--- src/design/plsr_consts.svh ---
/*
  Offsets, field positions and reset values for the port link status bank.
  Assumes inclusion by bare name from the package and the design.
*/
`ifndef PLSR_CONSTS_SVH
`define PLSR_CONSTS_SVH

// Register indices; the byte address on the bus is four times the index
`define PLSR_OFF_P1_STATE    7'h1e
`define PLSR_OFF_P1_RESULT   7'h1f
`define PLSR_OFF_P2_STATE    7'h2e
`define PLSR_OFF_P2_RESULT   7'h2f
`define PLSR_OFF_P3_SLOT     7'h3e
`define PLSR_OFF_OAM_CFG     7'h40
`define PLSR_OFF_IRQ_STATUS  7'h50
`define PLSR_OFF_IRQ_MASK    7'h54

`define PLSR_BIT_XOVER_SEL   7
`define PLSR_BIT_RSVD6       6
`define PLSR_RST_XOVER_SEL   1'b1
`define PLSR_RST_OAM_COUNT   3'h0
`define PLSR_RST_PHY_BASE    5'h01
`define PLSR_MAX_OAM_COUNT   3'h4
`define PLSR_MIN_PHY_BASE    5'h01
`define PLSR_MAX_PHY_BASE    5'h1d
`define PLSR_STRAP_CENTER    2'h1
`define PLSR_IRQ_BITS        4

`endif

--- src/design/plsr_pkg.sv ---
/*
  Types for the port link status bank.
  Assumes the constants header sits beside it.
*/
`include "plsr_consts.svh"

package plsr_pkg;

  // Live state of one PHY port, driven by the PHY logic
  typedef struct packed {
    logic       crossover_state;
    logic       negotiation_complete;
    logic       link_good;
    logic       partner_pause;
    logic [3:0] partner_abilities;
    logic       polarity_reversed;
    logic       tx_flow_active;
    logic       rx_flow_active;
    logic       speed_100;
    logic       full_duplex;
    logic       far_end_fault;
  } plsr_port_s;

  // Settings handed to the converter and PHY logic
  typedef struct packed {
    logic [2:0] oam_count;
    logic [4:0] phy_base;
    logic [4:0] phy_port2;
    logic       xover_sel_p1;
    logic       xover_sel_p2;
  } plsr_cfg_s;

endpackage

--- src/design/plsr_regs.sv ---
/*
  APB register bank: per-port link status, crossover algorithm select,
  converter OAM count and PHY base address, plus link-change interrupts.
  Assumes port status inputs are synchronous to pclk and APB comes from
  a well-behaved master.
*/
`timescale 1ns/1ns
`include "plsr_consts.svh"

module plsr_regs (
  // Clock and reset
  input  wire logic                 pclk,
  input  wire logic                 presetn,
  // APB slave
  input  wire logic                 psel,
  input  wire logic                 penable,
  input  wire logic                 pwrite,
  input  wire logic [8:0]           paddr,
  input  wire logic [31:0]          pwdata,
  input  wire logic [3:0]           pstrb,
  output logic      [31:0]          prdata,
  output logic                      pready,
  output logic                      pslverr,
  // Port status
  input  wire plsr_pkg::plsr_port_s port1_status,
  input  wire plsr_pkg::plsr_port_s port2_status,
  // Converter role straps
  input  wire logic                 converter_role_strap_a,
  input  wire logic                 converter_role_strap_b,
  // Configuration out
  output plsr_pkg::plsr_cfg_s       cfg,
  output logic                      center_start,
  output logic                      irq
);
  import plsr_pkg::*;

  //////////////////////////////////////////////////////////////////////////////
  // Decode helpers

  function automatic logic [7:0] state_byte(input plsr_port_s p);
    state_byte = {p.crossover_state, p.negotiation_complete, p.link_good,
                  p.partner_pause,
                  p.partner_abilities};
  endfunction

  function automatic logic [7:0] result_byte(input plsr_port_s p, input logic sel,
                                             input logic fiber);
    result_byte = {sel, 1'b0,
                   p.polarity_reversed,
                   p.tx_flow_active,
                   p.rx_flow_active,
                   p.speed_100,
                   p.full_duplex,
                   p.far_end_fault & fiber};
  endfunction

  function automatic logic [3:0] link_bits(input plsr_port_s a, input plsr_port_s b);
    link_bits = {b.far_end_fault, b.link_good, a.far_end_fault, a.link_good};
  endfunction

  //////////////////////////////////////////////////////////////////////////////
  // Registers and access strobes

  logic             xsel1_q;
  logic             xsel2_q;
  logic [2:0]       oam_count_q;
  logic [4:0]       phy_base_q;
  logic [`PLSR_IRQ_BITS-1:0] irq_stat_q;
  logic [`PLSR_IRQ_BITS-1:0] irq_mask_q;
  logic [`PLSR_IRQ_BITS-1:0] link_prev_q;
  logic [`PLSR_IRQ_BITS-1:0] link_now;
  logic [`PLSR_IRQ_BITS-1:0] link_evt;
  logic             wr_en;
  logic             rd_en;
  logic             mapped;
  logic [31:0]      rd_d;
  logic             center_mode;
  logic [6:0]       reg_idx;

  // Word index; each register holds one aligned word
  assign reg_idx     = paddr[8:2];
  // Access phase only; one cycle of wait via pready register
  assign wr_en       = psel & penable & pwrite & pready;
  assign rd_en       = psel & penable & ~pwrite & pready;
  assign link_now    = link_bits(port1_status, port2_status);
  assign link_evt    = link_now ^ link_prev_q;
  assign center_mode = {converter_role_strap_a, converter_role_strap_b} == `PLSR_STRAP_CENTER;

  // Address map, reserved slot maps and reads zero
  always_comb begin
    mapped = 1'b1;
    rd_d   = 32'h0;
    case (reg_idx)
      `PLSR_OFF_P1_STATE:   rd_d[7:0] = state_byte(port1_status);
      `PLSR_OFF_P1_RESULT:  rd_d[7:0] = result_byte(port1_status, xsel1_q, 1'b1);
      `PLSR_OFF_P2_STATE:   rd_d[7:0] = state_byte(port2_status);
      `PLSR_OFF_P2_RESULT:  rd_d[7:0] = result_byte(port2_status, xsel2_q, 1'b0);
      `PLSR_OFF_P3_SLOT:    rd_d      = 32'h0;
      `PLSR_OFF_OAM_CFG:    rd_d[7:0] = {oam_count_q, phy_base_q};
      `PLSR_OFF_IRQ_STATUS: rd_d[`PLSR_IRQ_BITS-1:0] = irq_stat_q;
      `PLSR_OFF_IRQ_MASK:   rd_d[`PLSR_IRQ_BITS-1:0] = irq_mask_q;
      default:              mapped = 1'b0;
    endcase
  end

  //////////////////////////////////////////////////////////////////////////////
  // APB handshake: answer one cycle after penable rises

  always_ff @(posedge pclk or negedge presetn) begin
    if (!presetn) begin
      pready <= 1'b0;
    end else begin
      pready <= psel & penable & ~pready;
    end
  end

  // Read data and error are registered; reads change no state
  always_ff @(posedge pclk or negedge presetn) begin
    if (!presetn) begin
      prdata  <= 32'h0;
      pslverr <= 1'b0;
    end else if (psel & penable & ~pready) begin
      prdata  <= pwrite ? 32'h0 : rd_d;
      pslverr <= ~mapped;
    end else begin
      pslverr <= 1'b0;
    end
  end

  //////////////////////////////////////////////////////////////////////////////
  // Writable settings; only bit 7 of result registers is writable

  always_ff @(posedge pclk or negedge presetn) begin
    if (!presetn) begin
      xsel1_q <= `PLSR_RST_XOVER_SEL;
      xsel2_q <= `PLSR_RST_XOVER_SEL;
    end else if (wr_en & pstrb[0]) begin
      if (reg_idx == `PLSR_OFF_P1_RESULT) begin
        xsel1_q <= pwdata[`PLSR_BIT_XOVER_SEL];
      end
      if (reg_idx == `PLSR_OFF_P2_RESULT) begin
        xsel2_q <= pwdata[`PLSR_BIT_XOVER_SEL];
      end
    end
  end

  // Invalid codes are dropped field by field so a bad write cannot misconfigure
  always_ff @(posedge pclk or negedge presetn) begin
    if (!presetn) begin
      oam_count_q <= `PLSR_RST_OAM_COUNT;
      phy_base_q  <= `PLSR_RST_PHY_BASE;
    end else if (wr_en & pstrb[0] & (reg_idx == `PLSR_OFF_OAM_CFG)) begin
      if (pwdata[7:5] <= `PLSR_MAX_OAM_COUNT) begin
        oam_count_q <= pwdata[7:5];
      end
      if ((pwdata[4:0] >= `PLSR_MIN_PHY_BASE) && (pwdata[4:0] <= `PLSR_MAX_PHY_BASE)) begin
        phy_base_q <= pwdata[4:0];
      end
    end
  end

  // Start pulse on address write in center mode
  always_ff @(posedge pclk or negedge presetn) begin
    if (!presetn) begin
      center_start <= 1'b0;
    end else begin
      center_start <= wr_en & pstrb[0] & (reg_idx == `PLSR_OFF_OAM_CFG)
                      & center_mode
                      & (pwdata[4:0] >= `PLSR_MIN_PHY_BASE)
                      & (pwdata[4:0] <= `PLSR_MAX_PHY_BASE);
    end
  end

  // Configuration outputs registered one cycle behind the settings;
  // phy_port2 is phy_base plus one
  always_ff @(posedge pclk or negedge presetn) begin
    if (!presetn) begin
      cfg <= '0;
    end else begin
      cfg.oam_count    <= oam_count_q;
      cfg.phy_base     <= phy_base_q;
      cfg.phy_port2    <= phy_base_q + 5'h01;
      cfg.xover_sel_p1 <= xsel1_q;
      cfg.xover_sel_p2 <= xsel2_q;
    end
  end

  //////////////////////////////////////////////////////////////////////////////
  // Interrupts: link or fault change sets sticky bit; set beats clear

  always_ff @(posedge pclk or negedge presetn) begin
    if (!presetn) begin
      link_prev_q <= '0;
    end else begin
      link_prev_q <= link_now;
    end
  end

  always_ff @(posedge pclk or negedge presetn) begin
    if (!presetn) begin
      irq_stat_q <= '0;
    end else if (wr_en & pstrb[0] & (reg_idx == `PLSR_OFF_IRQ_STATUS)) begin
      irq_stat_q <= (irq_stat_q & ~pwdata[`PLSR_IRQ_BITS-1:0]) | link_evt;
    end else begin
      irq_stat_q <= irq_stat_q | link_evt;
    end
  end

  always_ff @(posedge pclk or negedge presetn) begin
    if (!presetn) begin
      irq_mask_q <= '0;
    end else if (wr_en & pstrb[0] & (reg_idx == `PLSR_OFF_IRQ_MASK)) begin
      irq_mask_q <= pwdata[`PLSR_IRQ_BITS-1:0];
    end
  end

  // Registered, so irq trails status by one cycle
  always_ff @(posedge pclk or negedge presetn) begin
    if (!presetn) begin
      irq <= 1'b0;
    end else begin
      irq <= |(irq_stat_q & irq_mask_q);
    end
  end

endmodule

--- config.mk ---
export PLATFORM = sky130hd
export DESIGN_NAME = plsr_regs
export DESIGN_NICKNAME = d
export VERILOG_FILES = /design/src/design/plsr_pkg.sv /design/src/design/plsr_regs.sv
export VERILOG_INCLUDE_DIRS = /design/src /design/src/design
export SDC_FILE = /design/constraint.sdc
export NUM_CORES = 1
export LEC_CHECK = 0
export BUFFER_PORTS_ARGS = -buffer_cell sky130_fd_sc_hd__clkbuf_2
export CORE_MARGIN = 1.5
export CORE_UTILIZATION = 48
export DETAILED_ROUTE_END_ITERATION = 8
export PLACE_DENSITY = 0.91
export SLEW_MARGIN = 25
export SYNTH_ARGS = -nofsm -noshare
export SYNTH_HDL_FRONTEND = slang
export SYNTH_SLANG_ARGS = --single-unit
--- constraint.sdc ---
create_clock -name pclk -period 5.1 [get_ports pclk]
set_input_delay 0.255 -clock pclk [delete_from_list [all_inputs] [get_ports pclk]]
set_output_delay 0.255 -clock pclk [all_outputs]
set_load 0.02 [all_outputs]
Word-level counts from Yosys, hierarchy flattened
Cells that the tools add are included.
- logic and storage cells: 62
- output and inout bits: 51
- register bits after elaboration: 73
- input port bits: 80
- muxes and demuxes: 6
- equal/unequal tests: 9
- reductions and logical operators: 7
- $lt $le $gt $ge: 3
- add/subtract/negate cells: 1
- bitwise gates (word level): 19
- operators by type and width (operator ; number):
    $pmux 4 s7 ; 1
    $eq 7x6->1 const B ; 3
    $eq 7x7->1 const B ; 3
    $pmux 4 s5 ; 1
    $eq 7x5->1 const B ; 2
    $and 1x1->1 ; 11
    $and 4x4->4 ; 2
    $mux 8 ; 1
    $or 4x4->4 ; 2
    $reduce_and 2->1 ; 4
    $reduce_or 8->1 ; 1
    $add 5x1->5 const B ; 1
    $ge 5x1->1 const B ; 1
    $le 5x5->1 const B ; 1
    $mux 4 ; 1
    $not 4->4 ; 1
    $reduce_or 4->1 ; 1
    $xor 4x4->4 ; 1
    $le 3x3->1 const B ; 1
    $eq 2x1->1 const B ; 1
    $mux 1 ; 2
    $not 1->1 ; 2
    $logic_and 1x1->1 ; 1

Logic depth before layout (Yosys ltp)
Gate-level depths: netlist of run 1.
- depth after elaboration: 8
- depth in mapped cells: 6
- depth with buffers taken out: 5

Least setup slack after synthesis of run 1
No wires, ideal clock.
- path kind: register -> register
- start point: reg pready
- end point: reg phy_base_q[1]
- setup slack: 3321 ps
- clock period less this slack: 1779 ps
- setup time: 128 ps
- buffers on the path: 0
- cell stages (with the launch flop): 6
- data required time: 4972 ps
- arrival time: 1652 ps
- path through: dfrtp_1 -> and3_1 -> nand3_1 -> or4_4 -> nor2_4 -> mux2_1
- cells in the longest elaborated chain, start to end: 4
- RTL lines (what ; line ; RTL):
    from (decl) ; plsr_regs.sv:22 ; output logic pready,
    from (signal assigned) ; plsr_regs.sv:113 ; pready <= psel & penable & ~pready;
    $and 1x1->1 ; plsr_regs.sv:83 ; assign wr_en = psel & penable & pwrite & pready;
    $and 1x1->1 (2 in series) ; plsr_regs.sv:152 ; end else if (wr_en & pstrb[0] & (reg_idx == `PLSR_OFF_OAM_CFG)) begin
    $reduce_and 2->1 (no source line) ; - ;
    to (signal assigned) ; plsr_regs.sv:151 ; phy_base_q <= `PLSR_RST_PHY_BASE;
    to (signal assigned) ; plsr_regs.sv:157 ; phy_base_q <= pwdata[4:0];
    to (decl) ; plsr_regs.sv:67 ; logic [4:0] phy_base_q;
No other way between the ends.
A chain may end at the register's enable or synchronous reset.

Worst setup path in the final report of run 1
- start point: reg pready
- end point: reg prdata[4]
- cells in the longest elaborated chain, start to end: 2
- RTL lines (what ; line ; RTL):
    $not 1->1 ; plsr_regs.sv:122 ; end else if (psel & penable & ~pready) begin
    $and 1x1->1 ; plsr_regs.sv:122 ;
    to (signal assigned) ; plsr_regs.sv:123 ; prdata <= pwrite ? 32'h0 : rd_d;
    to (decl) ; plsr_regs.sv:21 ; output logic [31:0] prdata,
No other way between the ends.

==> run_results.csv, run 1 <==
group,metric,value,unit
layout,finalNonFillerCells,369,
global_routing,grt_antenna_before_repair,0,
logic_synthesis,yosysMostFrequentCell,"dfrtp_1",
global_routing,gr-total-overflow,0,
placed_design,dpl.hpwl,4232,um
sta,fin_skew,0.006561,ns
global_routing,first_global_vias,1883,
setup_path,worst_setup_path_start_kind,"flip-flop",
power_and_ir_drop,finalPower,720.2,uW
sta,hold_viol,0,
setup_path,path_max_fanout,12,
setup_path,crit_type,"reg2reg",
setup_path,path_buf_inv,0,
placed_design,placed_cell_area,0.002775,sq mm
layout,fin_area,0.002872,sq mm
layout,syn_to_final_growth,18.67,%
layout,post-route-util,60.00,%
sta,timing.final.ws_setup,2.929,ns
status,status,"complete, no violations",
job,cap_viol_max_count,0,
sta,fin_crit_sh,42.57,%
sta,slew_headroom,51.90,%
layout,diodes,0,
cts,cts-resized-gates,0,
logic_synthesis,synth_ff_type,"dfrtp_1",
setup_path,cp.required,5.34,ns
cts,postCtsSetupBuffers,0,
placed_design,pre_cts_ws,2.913,ns
cts,numCtsBuffers,5,
setup_path,cpLargestDelayFamily,"simple AND/OR/NAND/NOR gates",
placed_design,place_congestion,0.9015,
power_and_ir_drop,share_comb_of_total_power,12.3,%
route,vias,1980,
floorplanning,die_h,74,um
route,ant_nets,0,
sta,worst_pin_slew,0.7148,ns
logic_synthesis,syn_area_per_cell,10.80,sq um
power_and_ir_drop,clkPwrFrac,33.0,%
sta,fin_setup_tns,0,ns
sta,setup_viol_count_final,0,
cts,htreeDepth,2,
cts,cts_tree,"done",
floorplanning,rows,25,
layout,fill_cells,401,
power_and_ir_drop,swShare,26.25,%
route,via_per_inst,5.366,
power_and_ir_drop,power_density,250.8,mW/mm^2
route,drc,0,
cts,clockBufferDepth,2,
setup_path,cp-end-kind,"flip-flop",
cts,clk_latency,0.30,ns
logic_synthesis,synthTopCellsByArea,"dfrtp_1, buf_4, mux2i_1, dfstp_2, mux2_2",
global_routing,grt_max_degree,50,
setup_path,cpPeakStageDelay,0.56,ns
placed_design,dp.cells,361,
route,wl_per_cell,15.31,um
min_path,hold_class,"in2async",
sta,drv_slew,0,
cts,clk_pin_slew,0.09,ns
floorplanning,start_util,50.56,%
logic_synthesis,yosys.area.top_type,"dfrtp_1",
floorplanning,dieArea,0.005476,sq mm
setup_path,cp_slowest_cell,"nor4_1",
cts,cts-root-buf,"clkbuf_8",
cts,cts.sinks,49,
route,firstDrtPassIters,4,
power_and_ir_drop,ir_worst_vdd,0.1431,mV
power_and_ir_drop,internal-power,531.2,uW
logic_synthesis,synthArstFlopShare,100.0,%
global_routing,grt_pass1_wl,8866,um
global_routing,grtUsageTotal,21.40,%
sta,rsz0062_at_grt,"no",
sta,finalCriticalPeriod,2.171,ns
logic_synthesis,yosys_warnings,0,
placed_design,io_buffers,77,
floorplanning,io_pins,131,
sta,worst_hold_slack,0.03454,ns
route,dr.first_iter.drc_count,173,
cts,holdBufCountCts,0,
layout,fin_nets,382,
sta,fmax,460.5,MHz
logic_synthesis,syn_area,0.002420,sq mm
floorplanning,coreArea,0.004786,sq mm
logic_synthesis,synth_seq_cells,49,
route,wl,5648,um
power_and_ir_drop,p_switching,189.0,uW
layout,drive_gt1_share,33.44,%
logic_synthesis,synth_top_area_share,47.57,%
floorplanning,die_width,74,um
power_and_ir_drop,p_seq_share,54.7,%
logic_synthesis,ys_types,46,
setup_path,crit_chain,"nand3b_1, or2_2, nor4_1, a221o_1",
logic_synthesis,netlist_top_cells_count,"dfrtp_1, buf_4, nand2_1",
logic_synthesis,synthCells,224,
logic_synthesis,ys_seq_area_share,50.83,%
logic_synthesis,synth_edf_count,0,
setup_path,critPathArrivalTime,2.42,ns
power_and_ir_drop,leakagePower,1.464,nW
## routing by layer
layer | wire, um | vias to the layer above | track usage (%)
met4 | 137 | 0 | 10.08
met3 | 552 | 13 | 5.691
met5 | 0 | - | 0
met2 | 2738 | 115 | 34.33
li1 | - | 911 | -
met1 | 2219 | 941 | 27.04
## cell type report
class                   count  area (sq um)  area share (%)
clock buffers               6         82.58           2.876
clock inverters             2         13.76          0.4793
inverters                   4         15.01          0.5229
multi-input cells         163          1054           36.69
flip-flops and latches     49          1230           42.83
well taps                  67         83.83           2.919
repair buffers             78         392.9           13.68
## worst paths after layout
check,cells past startpoint,slack [ns],end,from
setup / recovery,4,2.93,prdata[4],pready
hold / removal,2,0.03,cfg[6],presetn
setup reg to reg,4,2.93,prdata[4],pready
hold reg to reg,0,0.41,cfg[0],xsel2_q
max in group asynchronous,2,4.66,prdata[7],presetn
min in group pclk,1,0.09,link_prev_q[3],port2_status[0]
## cell families (layout without fill, tap and decap cells)
family | Yosys count | count (layout) | synth area share (%)
buf+inv | 35 | 90 | 9.203
flops | 49 | 49 | 50.83
xor+xnor | 7 | 7 | 2.534
other cells | 1 | 24 | 0.1550
fa+ha+maj | 1 | 1 | 0.5170
mux | 20 | 20 | 8.790
simple gates | 64 | 64 | 14.89
compound gates | 47 | 47 | 13.08
## flip-flops by register name, summed over array words and instances (netlist names)
signal	count
cfg	15
prdata	8
phy_base_q	5
irq_mask_q	4
irq_stat_q	4
link_prev_q	4
oam_count_q	3
center_start	1
irq	1
pready	1
pslverr	1
xsel1_q	1
xsel2_q	1
## placed cells by master, fill, tap and decap left out, types with 2 or more instances in the layout
cell type	Yosys	layout
a21o_1	4	4
a21oi_1	7	7
a221o_1	3	3
a221oi_1	4	4
a22oi_1	7	7
a2bb2oi_1	3	3
and3_1	2	2
clkbuf_2	0	77
clkbuf_8	0	6
conb_1	1	24
dfrtp_1	46	46
dfstp_2	3	3
inv_1	4	4
mux2_1	4	4
mux2_2	6	6
mux2i_1	10	10
nand2_1	15	15
nand2b_1	5	5
nand3_1	11	11
nand3b_1	2	2
nor2_1	7	7
nor2b_1	3	3
nor3_1	3	3
nor4_1	4	4
o21ai_0	11	11
o22ai_1	3	3
or3_1	2	2
xnor2_1	2	2
xor2_1	5	5
## power by group through the flow
stage                     clock network, mW  logic, mW  registers [mW]
after detailed placement                  0     0.0875           0.402
after global placement                    0     0.0855           0.402
after floorplan                           0     0.0578           0.404
after global routing                  0.253     0.0972           0.395
after CTS                             0.240     0.0880           0.394
final                                 0.237     0.0888           0.394
## worst register-to-register path, cell delays in order (launching register included)
cell and delay, ns:
dfrtp_1 0.39, nand3b_1 0.42, or2_2 0.49, nor4_1 0.56, a221o_1 0.25
(Power assumes the default switching activity.)
==> run 2: changes to the inputs <==
--- a/config.mk
+++ b/config.mk
@@ -8,9 +8,9 @@
 export LEC_CHECK = 0
 export BUFFER_PORTS_ARGS = -buffer_cell sky130_fd_sc_hd__clkbuf_2
 export CORE_MARGIN = 1.5
-export CORE_UTILIZATION = 48
+export CORE_UTILIZATION = 40
 export DETAILED_ROUTE_END_ITERATION = 8
-export PLACE_DENSITY = 0.91
+export PLACE_DENSITY = 0.82
 export SLEW_MARGIN = 25
 export SYNTH_ARGS = -nofsm -noshare
 export SYNTH_HDL_FRONTEND = slang
==> constraint.sdc (replaced) <==
create_clock -name pclk -period 1.8 [get_ports pclk]
set_input_delay 0.09 -clock pclk [delete_from_list [all_inputs] [get_ports pclk]]
set_output_delay 0.09 -clock pclk [all_outputs]
set_load 0.02 [all_outputs]
==> run_results.csv, run 2 (synthesized netlist as in run 1, its figures left out) <==
group,metric,value,unit
status,status,"complete, no violations",
sta,fin_setup_tns,0,ns
route,wl,5717,um
cts,htreeDepth,2,
global_routing,grt_pass1_wl,8976,um
setup_path,cp_slowest_cell,"or4_4",
layout,top_regs,"cfg: 15 flops, prdata: 8 flops, phy_base_q: 5 flops",
floorplanning,io_pins,131,
power_and_ir_drop,ir_worst_vdd,0.3353,mV
cts,cts-root-buf,"clkbuf_8",
global_routing,gr-total-overflow,0,
cts,clk_latency,0.30,ns
sta,fin_crit_sh,97.55,%
setup_path,cp.required,1.99,ns
setup_path,path_max_fanout,5,
placed_design,pre_cts_ws,0.04029,ns
sta,timing.final.ws_setup,0.04415,ns
global_routing,grt_max_degree,50,
floorplanning,rows,28,
placed_design,place_congestion,0.8249,
floorplanning,coreArea,0.005886,sq mm
route,ant_nets,0,
placed_design,io_buffers,77,
layout,drive_gt1_share,35.94,%
setup_path,cp-end-kind,"flip-flop",
job,cap_viol_max_count,0,
layout,diodes,0,
sta,worst_pin_slew,0.5866,ns
sta,fin_skew,0.006894,ns
setup_path,r2r_setup_slack,0.04,ns
layout,top_register,"cfg",
layout,final_cell_mix,"clkbuf_2, dfrtp_1, conb_1, nand2_1, buf_4",
min_path,hold_start,"converter_role_strap_b",
cts,clk_pin_slew,0.09,ns
setup_path,crit_chain,"and3_4, nand3_2, or4_4, nor2_4, mux2_1",
global_routing,grt_antenna_before_repair,0,
sta,finalCriticalPeriod,1.756,ns
placed_design,placed_cell_area,0.002875,sq mm
sta,hold_viol,0,
setup_path,r2r-start,"pready",
global_routing,grtUsageTotal,18.43,%
setup_path,worst_setup_path_start_kind,"flip-flop",
route,firstDrtPassIters,4,
min_path,worstHoldPathCells,2,
layout,fill_cells,533,
layout,post-route-util,52.00,%
power_and_ir_drop,power_density,711.5,mW/mm^2
min_path,hold_class,"in2reg",
sta,setup_viol_count_final,0,
setup_path,r2r_end,"phy_base_q[3]",
route,via_per_inst,5.091,
cts,cts.sinks,49,
floorplanning,die_h,80.78,um
route,wl_per_cell,14.47,um
sta,rsz0062_at_grt,"yes",
sta,worst_hold_slack,0.01436,ns
layout,final_common_cell,"clkbuf_2",
global_routing,first_global_vias,1938,
min_path,hold_path_end,"center_start",
floorplanning,dieArea,0.006525,sq mm
setup_path,worstRegToRegCells,5,
route,vias,2011,
setup_path,critPathArrivalTime,1.95,ns
layout,fin_nets,400,
floorplanning,die_width,80.78,um
setup_path,crit_type,"reg2reg",
layout,fin_area,0.003060,sq mm
sta,drv_slew,0,
cts,cts_tree,"done",
layout,syn_to_final_growth,26.47,%
sta,fmax,569.5,MHz
cts,numCtsBuffers,5,
floorplanning,start_util,41.11,%
route,drc,0,
sta,slew_headroom,60.89,%
setup_path,cpPeakStageDelay,0.45,ns
cts,clockBufferDepth,2,
route,dr.first_iter.drc_count,174,
power_and_ir_drop,leakagePower,1.549,nW
layout,largest_reg_flops,15,
placed_design,dpl.hpwl,4511,um
[run 2: cell types whose count changed in the layout (fill, tap and decap cells not counted), sizes merged]
cell,before,now
dlygate4sd3,0,6
buf,1,13
inv,4,5
bufinv,0,1
clkinv,2,0
[run 2: how the worst max path moves through the flow]
stage / startpoint / endpoint / slack [ns] / cells past startpoint
floorplan: pready / phy_base_q[1] / 0.02 / 5
global placement: pready / phy_base_q[4] / 0.12 / 5
detailed placement: pready / phy_base_q[1] / 0.04 / 5
CTS: pready / phy_base_q[1] / 0.02 / 5
global route: pready / phy_base_q[3] / -0.003 / 5
finish: pready / phy_base_q[3] / 0.04 / 5
[run 2: critical path, delay by kind of cell (launching register included)]
kind	cells	cell delay, ns
flip-flops	1	0.37
AND/OR/NAND/NOR	4	0.95
multiplexers	1	0.33
[run 2: timing repair]
item | in CTS | in global routing
gates resized for setup | 0 | 3
hold buffers | 6 | 0
endpoints found under the hold margin | 51 | 0
buffers inserted | 0 | 0
endpoints found under the setup margin | 0 | 5
[run 2: through the flow]
stage | power, mW | instances
2_1_floorplan | 1.308 | 247
3_3_place_gp | 1.396 | 381
3_5_place_dp | 1.403 | 381
4_1_cts | 2.192 | 395
5_1_grt | 2.266 | 395
6_report | 2.177 | 395
[run 2: where the power goes]
| group | total [mW] | switching (mW) | leakage (nW) | internal, mW |
|---|---|---|---|---|
| Combinational | 0.276 | 0.174 | 0.862 | 0.102 |
| Clock | 0.784 | 0.364 | 0.0558 | 0.420 |
| Sequential | 1.12 | 0.00539 | 0.631 | 1.11 |
| Total | 2.18 | 0.544 | 1.55 | 1.63 |
[run 2: cell type report]
cell class                 count  area (sq um)  area share (%)
clock buffer                   6         72.57           2.371
clock inverter                 2         38.79           1.267
inverter                       4         15.01          0.4906
multi-input combinational    163          1067           34.87
sequential                    49          1230           40.19
tap                           75         93.84           3.066
timing repair buffer          96         543.0           17.74
[run 2: metal layers]
layer  track usage, %  routed length [um]
met3            6.067                 463
met5                0                   0
met2            28.74                2738
met4            8.103                 153
met1            23.45                2361
==> run 3: changes to the inputs <==
--- a/config.mk
+++ b/config.mk
@@ -7,7 +7,7 @@
 export NUM_CORES = 1
 export LEC_CHECK = 0
 export BUFFER_PORTS_ARGS = -buffer_cell sky130_fd_sc_hd__clkbuf_2
-export CORE_MARGIN = 1.5
+export CORE_MARGIN = 2
 export CORE_UTILIZATION = 40
 export DETAILED_ROUTE_END_ITERATION = 8
 export PLACE_DENSITY = 0.82
==> run_results.csv, run 3 (synthesized netlist as in run 1, its figures left out) <==
group,metric,value,unit
setup_path,crit_type,"reg2reg",
cts,cts-root-buf,"clkbuf_8",
setup_path,cp-end-kind,"flip-flop",
layout,final_common_cell,"clkbuf_2",
setup_path,crit_chain,"and3_1, nand3_1, or4_4, nor2_4, mux2_1",
cts,clk_latency,0.30,ns
cts,holdBufCountCts,6,
setup_path,critPathArrivalTime,1.91,ns
power_and_ir_drop,finalPower,2.038,mW
sta,fmax,582.8,MHz
status,status,"complete, no violations",
layout,final_cell_mix,"clkbuf_2, dfrtp_1, conb_1, buf_4, nand2_1",
sta,setup_viol_count_final,0,
sta,worst_pin_slew,0.5901,ns
global_routing,grt_max_degree,50,
setup_path,path_max_fanout,5,
floorplanning,start_util,41.11,%
global_routing,grt_pass1_wl,8576,um
setup_path,cpPeakStageDelay,0.46,ns
sta,drv_slew,0,
floorplanning,io_pins,131,
job,cap_viol_max_count,0,
route,wl_per_cell,13.98,um
sta,worst_hold_slack,0.01611,ns
floorplanning,die_h,81.78,um
layout,syn_to_final_growth,25.80,%
sta,slew_headroom,60.66,%
floorplanning,rows,28,
power_and_ir_drop,ir_worst_vdd,0.2839,mV
cts,cts.sinks,49,
floorplanning,coreArea,0.005886,sq mm
setup_path,path_buf_inv,0,
route,dr.first_iter.drc_count,65,
layout,diodes,0,
floorplanning,die_width,81.78,um
min_path,hold_class,"in2reg",
sta,rsz0062_at_grt,"no",
sta,fin_setup_tns,0,ns
placed_design,place_congestion,0.7966,
global_routing,gr-total-overflow,0,
route,vias,2004,
layout,fin_nets,403,
setup_path,r2r_setup_slack,0.08,ns
sta,fin_crit_sh,95.32,%
cts,numCtsBuffers,5,
global_routing,first_global_vias,1907,
sta,fin_skew,0.001652,ns
sta,hold_viol,0,
route,via_per_inst,5.035,
cts,htreeDepth,2,
power_and_ir_drop,leakagePower,1.557,nW
route,drc,0,
setup_path,cp_slowest_cell,"or4_4",
cts,cts_tree,"done",
cts,clockBufferDepth,2,
layout,drive_gt1_share,35.60,%
route,firstDrtPassIters,4,
layout,top_register,"cfg",
global_routing,grtUsageTotal,16.94,%
placed_design,io_buffers,77,
setup_path,cp.required,1.99,ns
cts,cts-resized-gates,0,
power_and_ir_drop,power_density,669.4,mW/mm^2
route,ant_nets,0,
setup_path,cpLargestDelayFamily,"simple AND/OR/NAND/NOR gates",
placed_design,dpl.hpwl,4383,um
floorplanning,dieArea,0.006688,sq mm
cts,clk_pin_slew,0.09,ns
global_routing,grt_antenna_before_repair,0,
layout,largest_reg_flops,15,
layout,top_regs,"cfg: 15 flops, prdata: 8 flops, phy_base_q: 5 flops",
route,wl,5563,um
sta,finalCriticalPeriod,1.716,ns
setup_path,worst_setup_path_start_kind,"flip-flop",
cts,postCtsSetupBuffers,0,
==> run 3: cell types whose count changed in the layout (fill, tap and decap cells not counted) <==
cell       before  now
mux2_4          1    0
clkinv_2        0    1
nand3_2         1    0
mux2_1          3    4
and3_1          1    2
nand3_1        10   11
buf_4          13   16
and3_4          1    0
bufinv_16       1    0
==> run 3: power breakdown <==
group / total (mW) / leakage [nW] / switching, mW / internal [mW]
Clock: 0.644 / 0.0456 / 0.366 / 0.277
Sequential: 1.12 / 0.631 / 0.00544 / 1.11
Combinational: 0.277 / 0.880 / 0.172 / 0.106
==> run 3: routing by layer <==
metal	vias up	wire [um]	track usage, %
met4	0	108	7.000
met1	953	2284	21.61
li1	955	-	-
met5	-	0	0
met2	86	2689	28.05
met3	10	481	3.516
==> run 3: worst paths after layout <==
path / startpoint / endpoint / depth (start not counted)
worst min-delay path: converter_role_strap_b / center_start / 2
worst max-delay path: pready / phy_base_q[1] / 5
min in group asynchronous: presetn / cfg[6] / 3
worst max register to register: pready / phy_base_q[1] / 5
max in group asynchronous: presetn / cfg[9] / 3
worst min register to register: xsel2_q / cfg[0] / 0
==> run 3: cell type report <==
cell class                 instances  area, sq um
clock buffer                       6        72.57
fill                             546         2841
clock inverter                     2        13.76
tap                               75        93.84
inverter                           4        15.01
multi-input combinational        163         1054
timing repair buffer              99        565.5
sequential                        49         1230
==> run 3: metrics by stage <==
step	util, %	std cells	worst slack, ns	instance area, sq um
after floorplan	-	247	0.02076	2506
after CTS	51.72	398	0.07755	3044
after global routing	51.72	398	0.0006763	3044
after global placement	49.23	384	0.1200	2898
final	51.72	398	0.08421	3044
after detailed placement	49.23	384	0.09000	2898
